$ cat src/hdl/gpc_cfg.svh
`ifndef GPC_CFG_SVH
`define GPC_CFG_SVH
// register selectors on the local access port
`define GPC_SEL_DIR        3'h0
`define GPC_SEL_LATCH      3'h1
`define GPC_SEL_LEVEL      3'h2
`define GPC_SEL_ODC        3'h3
`define GPC_SEL_ANSEL      3'h4
`define GPC_SEL_CNEN       3'h5
`define GPC_SEL_PU         3'h6
`define GPC_SEL_PD         3'h7
// alias offsets, in words of the byte offsets 0x4, 0x8, 0xc
`define GPC_OP_BASE        2'h0
`define GPC_OP_CLR         2'h1
`define GPC_OP_SET         2'h2
`define GPC_OP_INV         2'h3
// reset values
`define GPC_RST_DIR        16'hffff
`define GPC_RST_ANSEL      16'hffff
`define GPC_RST_ZERO       16'h0000
`define GPC_ALIAS_RDATA    16'h0000
`endif

$ cat src/hdl/gpc_pkg.sv
package gpc_pkg;
  typedef enum logic [1:0] {
    GPC_OP_BASE_E = 2'b00,
    GPC_OP_CLR_E  = 2'b01,
    GPC_OP_SET_E  = 2'b10,
    GPC_OP_INV_E  = 2'b11
  } gpc_op_t;
endpackage

$ cat src/hdl/gpc_bitreg.sv
`timescale 1ns/100ps
`include "gpc_cfg.svh"
module gpc_bitreg #(
  parameter int          W     = 16,
  parameter logic [15:0] RST_V = 16'h0000
) (
  // clock and reset
  input  wire logic         clk,
  input  wire logic         rst,
  // write side
  input  wire logic         wr_en,
  input  wire logic [1:0]   wr_op,
  input  wire logic [W-1:0] wr_data,
  // stored value
  output logic      [W-1:0] q
);
  logic [W-1:0] q_nxt;

  // base write stores, aliases touch only bits written as 1
  always_comb begin
    q_nxt = q;
    if (wr_en) begin
      case (gpc_pkg::gpc_op_t'(wr_op))
        gpc_pkg::GPC_OP_BASE_E: q_nxt = wr_data;
        gpc_pkg::GPC_OP_CLR_E:  q_nxt = q & ~wr_data;
        gpc_pkg::GPC_OP_SET_E:  q_nxt = q | wr_data;
        gpc_pkg::GPC_OP_INV_E:  q_nxt = q ^ wr_data;
        default:                q_nxt = q;
      endcase
    end
  end

  always_ff @(posedge clk or posedge rst) begin
    if (rst) begin
      q <= RST_V[W-1:0];
    end else begin
      q <= q_nxt;
    end
  end
endmodule // gpc_bitreg

$ cat src/hdl/gpc_port.sv
`timescale 1ns/100ps
`include "gpc_cfg.svh"
// Summary of operation
// - direction bit one makes pin input
// - reset makes every pin an input
// - latch reads latch, writes latch
// - level reads pins, writes go latch
// - open drain drives low only
// - analog select resets to all ones
// - analog output still drives latched level
// - analog pins read zero from level
// - change detection needs the clock running
// - only enabled pins raise change request
// - flag marks change since level read
// - separate weak pullup and pulldown enables
// - clear, set, invert aliases per register
// - alias reads return undefined data
module gpc_port #(
  parameter int W = 16
) (
  // clock and reset
  input  wire logic         clk,
  input  wire logic         rst,
  // register access
  input  wire logic         reg_wr,
  input  wire logic         reg_rd,
  input  wire logic [2:0]   reg_sel,
  input  wire logic [1:0]   reg_op,
  input  wire logic [W-1:0] reg_wdata,
  output logic      [W-1:0] reg_rdata,
  output logic              reg_rvalid,
  // pads
  input  wire logic [W-1:0] pad_in,
  output logic      [W-1:0] pad_out,
  output logic      [W-1:0] pad_oe,
  output logic      [W-1:0] pullup_en,
  output logic      [W-1:0] pulldown_en,
  output logic      [W-1:0] analog_en,
  // change notification
  output logic      [W-1:0] change_notify_flags,
  output logic              change_notification_irq
);
  logic [W-1:0] pin_direction;
  logic [W-1:0] output_latch;
  logic [W-1:0] open_drain_select;
  logic [W-1:0] analog_select;
  logic [W-1:0] change_notify_enable;
  logic [W-1:0] weak_pullup_enable;
  logic [W-1:0] weak_pulldown_enable;
  logic [W-1:0] sync1_r;
  logic [W-1:0] sync2_r;
  logic [W-1:0] prev_r;
  logic [W-1:0] flags_r;
  logic [W-1:0] flags_nxt;
  logic [W-1:0] rdata_r;
  logic [W-1:0] rdata_nxt;
  logic         rvalid_r;
  logic [W-1:0] pad_out_r;
  logic [W-1:0] pad_oe_r;
  logic [W-1:0] pu_r;
  logic [W-1:0] pd_r;
  logic [W-1:0] an_r;
  logic         irq_r;
  logic [2:0]   armed_r;

  function automatic logic wr_hit(input logic wr, input logic [2:0] sel, input logic [2:0] s);
    return wr && (sel == s);
  endfunction

  wire          wr_dir   = wr_hit(reg_wr, reg_sel, `GPC_SEL_DIR);
  // writes to the level register land in the latch
  wire          wr_lat   = wr_hit(reg_wr, reg_sel, `GPC_SEL_LATCH) ||
                           wr_hit(reg_wr, reg_sel, `GPC_SEL_LEVEL);
  wire          wr_odc   = wr_hit(reg_wr, reg_sel, `GPC_SEL_ODC);
  wire          wr_ans   = wr_hit(reg_wr, reg_sel, `GPC_SEL_ANSEL);
  wire          wr_cne   = wr_hit(reg_wr, reg_sel, `GPC_SEL_CNEN);
  wire          wr_pu    = wr_hit(reg_wr, reg_sel, `GPC_SEL_PU);
  wire          wr_pd    = wr_hit(reg_wr, reg_sel, `GPC_SEL_PD);
  wire          rd_level = reg_rd && (reg_sel == `GPC_SEL_LEVEL) && (reg_op == `GPC_OP_BASE);
  wire [W-1:0]  level_rd = sync2_r & ~analog_select;
  // history flops start from zero, so compare only once they hold real pin samples
  wire [W-1:0]  changed  = (sync2_r ^ prev_r) & pin_direction & {W{armed_r[2]}}; // input pins only
  // an open-drain pin drives only its low level and floats otherwise
  wire [W-1:0]  drive_val = output_latch & ~open_drain_select;
  wire [W-1:0]  drive_en  = ~pin_direction & (~open_drain_select | ~output_latch);
  wire          irq_any   = |(flags_nxt & change_notify_enable);

  // direction comes up all ones, so no pin drives before software asks it to
  gpc_bitreg #(.W(W), .RST_V(`GPC_RST_DIR)) u_dir (
    .clk     (clk),
    .rst     (rst),
    .wr_en   (wr_dir),
    .wr_op   (reg_op),
    .wr_data (reg_wdata),
    .q       (pin_direction)
  );

  gpc_bitreg #(.W(W), .RST_V(`GPC_RST_ZERO)) u_lat (
    .clk     (clk),
    .rst     (rst),
    .wr_en   (wr_lat),
    .wr_op   (reg_op),
    .wr_data (reg_wdata),
    .q       (output_latch)
  );

  gpc_bitreg #(.W(W), .RST_V(`GPC_RST_ZERO)) u_odc (
    .clk     (clk),
    .rst     (rst),
    .wr_en   (wr_odc),
    .wr_op   (reg_op),
    .wr_data (reg_wdata),
    .q       (open_drain_select)
  );

  // analog by default keeps digital input buffers quiet until a pin is claimed
  gpc_bitreg #(.W(W), .RST_V(`GPC_RST_ANSEL)) u_ans (
    .clk     (clk),
    .rst     (rst),
    .wr_en   (wr_ans),
    .wr_op   (reg_op),
    .wr_data (reg_wdata),
    .q       (analog_select)
  );

  gpc_bitreg #(.W(W), .RST_V(`GPC_RST_ZERO)) u_cne (
    .clk     (clk),
    .rst     (rst),
    .wr_en   (wr_cne),
    .wr_op   (reg_op),
    .wr_data (reg_wdata),
    .q       (change_notify_enable)
  );

  gpc_bitreg #(.W(W), .RST_V(`GPC_RST_ZERO)) u_pu (
    .clk     (clk),
    .rst     (rst),
    .wr_en   (wr_pu),
    .wr_op   (reg_op),
    .wr_data (reg_wdata),
    .q       (weak_pullup_enable)
  );

  gpc_bitreg #(.W(W), .RST_V(`GPC_RST_ZERO)) u_pd (
    .clk     (clk),
    .rst     (rst),
    .wr_en   (wr_pd),
    .wr_op   (reg_op),
    .wr_data (reg_wdata),
    .q       (weak_pulldown_enable)
  );

  // read mux; alias reads give a fixed zero, software must not rely on it
  always_comb begin
    rdata_nxt = `GPC_ALIAS_RDATA;
    if (reg_op == `GPC_OP_BASE) begin
      case (reg_sel)
        `GPC_SEL_DIR:   rdata_nxt = pin_direction;
        `GPC_SEL_LATCH: rdata_nxt = output_latch;
        `GPC_SEL_LEVEL: rdata_nxt = level_rd;
        `GPC_SEL_ODC:   rdata_nxt = open_drain_select;
        `GPC_SEL_ANSEL: rdata_nxt = analog_select;
        `GPC_SEL_CNEN:  rdata_nxt = change_notify_enable;
        `GPC_SEL_PU:    rdata_nxt = weak_pullup_enable;
        `GPC_SEL_PD:    rdata_nxt = weak_pulldown_enable;
        default:        rdata_nxt = `GPC_ALIAS_RDATA;
      endcase
    end
  end

  // a change in the same cycle as the level read wins over the clear
  assign flags_nxt = (rd_level ? `GPC_RST_ZERO : flags_r) | changed;

  // sampled detection only; with the clock stopped the pad-ring wake logic must cover it
  always_ff @(posedge clk or posedge rst) begin
    if (rst) begin
      sync1_r <= `GPC_RST_ZERO;
      sync2_r <= `GPC_RST_ZERO;
      prev_r  <= `GPC_RST_ZERO;
      flags_r <= `GPC_RST_ZERO;
      armed_r <= 3'h0;
    end else begin
      sync1_r <= pad_in;
      sync2_r <= sync1_r;
      prev_r  <= sync2_r;
      flags_r <= flags_nxt;
      armed_r <= {armed_r[1:0], 1'b1};
    end
  end

  always_ff @(posedge clk or posedge rst) begin
    if (rst) begin
      rdata_r   <= `GPC_RST_ZERO;
      rvalid_r  <= 1'b0;
      pad_out_r <= `GPC_RST_ZERO;
      pad_oe_r  <= `GPC_RST_ZERO;
      pu_r      <= `GPC_RST_ZERO;
      pd_r      <= `GPC_RST_ZERO;
      an_r      <= `GPC_RST_ANSEL;
      irq_r     <= 1'b0;
    end else begin
      rdata_r   <= reg_rd ? rdata_nxt : rdata_r;
      rvalid_r  <= reg_rd;
      pad_out_r <= drive_val;
      pad_oe_r  <= drive_en;
      pu_r      <= weak_pullup_enable;
      pd_r      <= weak_pulldown_enable;
      an_r      <= analog_select;
      irq_r     <= irq_any;
    end
  end

  assign reg_rdata               = rdata_r;
  assign reg_rvalid              = rvalid_r;
  assign pad_out                 = pad_out_r;
  assign pad_oe                  = pad_oe_r;
  assign pullup_en               = pu_r;
  assign pulldown_en             = pd_r;
  assign analog_en               = an_r;
  assign change_notify_flags     = flags_r;
  assign change_notification_irq = irq_r;
endmodule // gpc_port

$ cat config.mk
export PLATFORM = sky130hd
export DESIGN_NAME = gpc_port
export DESIGN_NICKNAME = d
export VERILOG_FILES = /design/src/hdl/gpc_pkg.sv /design/src/hdl/gpc_bitreg.sv /design/src/hdl/gpc_port.sv
export VERILOG_INCLUDE_DIRS = /design/src /design/src/hdl
export SDC_FILE = /design/constraint.sdc
export NUM_CORES = 1
export LEC_CHECK = 0
export BUFFER_PORTS_ARGS = -buffer_cell sky130_fd_sc_hd__buf_2
export CORE_MARGIN = 2
export CORE_UTILIZATION = 45
export CTS_CLUSTER_DIAMETER = 80
export DETAILED_ROUTE_END_ITERATION = 10
export PLACE_DENSITY = 0.69
export SLEW_MARGIN = 20
export SYNTH_ARGS = -nofsm -noshare
export SYNTH_HDL_FRONTEND = slang
export SYNTH_HIERARCHICAL = 1
export SYNTH_SLANG_ARGS = --single-unit
$ cat constraint.sdc
create_clock -name clk -period 13.4 [get_ports clk]
set_input_delay 0.67 -clock clk [delete_from_list [all_inputs] [get_ports clk]]
set_output_delay 0.67 -clock clk [all_outputs]
set_load 0.05 [all_outputs]
==> results.md <==
- First-pass GRT wire length: just over 80000 µm
- Max Cap Viol: 0
- Initial antenna violation count: 1
- Routed vias: 13.2k
- Synth Instances: 1599
- Max FO, Critical Path: 117
- Seq pwr share: 0.391
- Setup tns final: 0 ns
- Worst-Margin Slew: 0.985 ns
- Setup Viol. Count Final: 0
- Final nets: about 2k
- CP endpoint kind: flop
- VDD IR max: 0.000152 V
- Detailed Place HPWL: ~37000 µm
- Starting Density: 0.457
- Post-synth top area share: 0.324
- Most frequent CP cell: buf_4
- Share of layout cells above drive strength 1: 0.238
- CP top delay family: buffers and inverters
- CP bufs+invs: 3
- Top_reg_cell synth: dfrtp_1
- Minimum clock period: approximately 3.3 ns
- Netlist cell types: 48
- Port Buffers: around 150
- Slowest-stage cell, CP: buf_4
- Clk Latency, worst-skew pair: approximately 0.59 ns
- GRT Overall Usage: 0.259
- RSZ-0062 raised after global routing: false
- Clock Sinks: between 200 and 300
- Crit-path cells: buf_8, buf_4, buf_4, mux2i_1, o22ai_1, a21o_1
- Arr. time, crit path: ~3.8 ns
- Status: completed
- CTS hold repair buffers: 0
- Final Max Tran Viols: 0
- I/O pin total: between 150 and 200
- Internal: 1970 µW
- Req. time, crit path: approximately 14 ns
- Routed Antenna Nets: 0
- Total grt overflow: 0
- Area of the core: ~39000 µm²
- TritonCTS clock tree: built
- Cell row count: approximately 70
- Area grow syn2layout: 10.8%
- Die ar.: 40900 µm²
- EDFF count, synth: 0
- Synth warn: 6
- R2R Setup Slk: around 11 ns
- Hold WC Path Type: in2reg
- DRT iter0 DRCs: approximately 1.3k
- Clk pwr share: 0.302
- Combinational share of power: 0.306
- Vias in the first global route: roughly 13k
- Die X: around 200 µm
- CTS clk-pin slew, worst paths: about 0.070 ns
- Synthesized area: between 15000 and 20000 µm²
- Via density: around 5.9
- Rel. slew slack: 0.342
- Flop and latch count out of synthesis: 277
- Clock tree buffer depth: 3
- TritonCTS buffer count: 31
- Final worst path period share: 0.246
- Wire length per cell: approximately 24 µm
- GPL Wtd Cong: about 0.9
- CTS Root Buffer Type: clkbuf_16
- Largest net degree at the start of global routing: 118
- Asr flop ratio synth: 1.00
- Drt first pass iters: 5
- CP max stage delay: approximately 0.9 ns
- Die span in y: 202 µm
- Post-CTS setup buffer count: 0
- Clock Skews: around 0.014 ns
- Final Hold Vio Count: 0
- H-tree depth: 1
- Syn_area_per_cell: around 11 µm²
- Resize count post-CTS: 0
- Sw power: roughly 1300 µW
- Post-synth top area cell: dfrtp_1
- Setup crit start kind: input pin
- Synth Net Count: about 1.9k
- Setup CP Type: in2reg
- Hold WS: ~0.19 ns
- Drt total wl: ~54000 µm
- Max Fclk: between 300 and 400 MHz
- Placed cells: ~2.2k
- Sequential area share after synthesis: 0.395
- PwrDens: 166 nW/µm²
- Fin cells: approximately 2.2k
- Switching Share: 0.396
- Leakage: 0.00950 µW
- Top post-synthesis cells by area: dfrtp_1 (32%), ha_1 (16%), mux2i_1 (7.9%)
- DRC viols: 0
## state kept, by name, summed over array words and instances, names as in the netlist, 16 cells and up
register and flops:
u_dir/q 16, prev_r 16, pulldown_en 16, u_ans/q 16, pullup_en 16, analog_en 16
sync1_r 16, reg_rdata 16, u_pu/q 16, change_notify_flags 16, u_lat/q 16, u_odc/q 16
pad_oe 16, u_pd/q 16, pad_out 16, sync2_r 16, u_cne/q 16
## cell usage after synthesis, types with 7 or more instances
library cell	instances
buf_6	34
a22oi_1	11
o22ai_1	37
dfstp_2	48
buf_2	12
dfrtp_1	229
a221oi_1	8
o221ai_1	41
nor2b_4	7
a32o_1	11
buf_4	20
o211ai_2	59
a21oi_1	25
nand4_1	12
xor2_1	16
buf_12	7
o221ai_2	64
ha_1	224
o211ai_1	42
o21ai_0	22
inv_1	270
nor2b_1	23
a21o_1	16
clkbuf_1	21
a22o_1	18
nor2_1	20
nand2_1	121
mux2i_1	139
## layout by cell type, fill, tap and decap left out, types with 5 or more instances in the layout
| cell | n |
|---|---|
| a21o_1 | 16 |
| a21oi_1 | 25 |
| a221oi_1 | 8 |
| a22o_1 | 18 |
| a22oi_1 | 11 |
| a32o_1 | 11 |
| and3_1 | 5 |
| buf_2 | 153 |
| buf_4 | 13 |
| bufinv_16 | 8 |
| clkbuf_16 | 31 |
| clkbuf_8 | 6 |
| clkinvlp_4 | 5 |
| dfrtp_1 | 229 |
| dfstp_2 | 48 |
| ha_1 | 224 |
| inv_1 | 269 |
| inv_6 | 5 |
| mux2i_1 | 139 |
| nand2_1 | 121 |
| nand4_1 | 12 |
| nor2_1 | 20 |
| nor2b_1 | 23 |
| nor2b_4 | 7 |
| o211ai_1 | 42 |
| o211ai_2 | 59 |
| o21ai_0 | 22 |
| o221ai_1 | 41 |
| o221ai_2 | 64 |
| o22ai_1 | 37 |
| o32ai_1 | 5 |
| xor2_1 | 16 |
## power by group through the flow
stage	registers (µW)	clock network, µW	logic [µW]
2_1_floorplan	1450	0	468
3_3_place_gp	1270	0	934
3_5_place_dp	1280	0	977
4_1_cts	1270	997	988
5_1_grt	1290	1040	1070
6_report	1270	985	996
## worst reg2reg max path, stage by stage (launching register included)
cell	delay [ns]
dfrtp_1	0.70
and3_1	0.38
a22oi_1	0.23
nand4_1	0.10
or4b_1	0.53
## cells by family after synthesis
kind of cell    synth area share
flops                      0.395
fa+ha+maj                  0.158
other cells             0.000212
mux                       0.0799
buf+inv                    0.104
compound gates             0.198
xor+xnor                 0.00791
simple gates              0.0572
## area by class of cell
class | count | area [µm²]
fill | 3451 | 19100
multi-input combinational | 956 | 8890
sequential | 277 | 6990
inverter | 270 | 1020
timing repair buffer | 167 | 878
clock buffer | 37 | 858
tap | 518 | 648
clock inverter | 21 | 333
antenna | 1 | 2.50
## final timing paths
kind,start,end,cells after the start
max in group asynchronous,rst,pad_out[14]$_DFF_PP0_,3
max,reg_op[1],u_cne/q[3]$_DFFE_PP0P_,6
min in group asynchronous,rst,u_pd/q[6]$_DFFE_PP0P_,2
max reg2reg,armed_r[2]$_DFF_PP0_,change_notification_irq$_DFF_PP0_,4
min,pad_in[0],sync1_r[0]$_DFF_PP0_,1
min reg2reg,sync1_r[2]$_DFF_PP0_,sync2_r[2]$_DFF_PP0_,0
## per-stage QoR
step | utilization | area (µm²) | power (µW) | setup WS [ns]
final | 0.507 | 19600 | 3260 | 10.10
after global routing | 0.507 | 19600 | 3400 | 9.92
after CTS | 0.507 | 19600 | 3250 | 10.14
after detailed placement | 0.476 | 18400 | 2250 | 9.53
after global placement | 0.476 | 18400 | 2210 | 9.62
after floorplan | - | 17700 | 1910 | 8.29
## routing by layer
layer	global-route usage	wire, µm	part of all wire
met2	0.405	24300	0.45
met5	0	0	0
met4	0.124	2730	0.051
met1	0.355	23100	0.43
met3	0.0371	3580	0.067
Note: power is estimated with default switching activity, not from simulation.
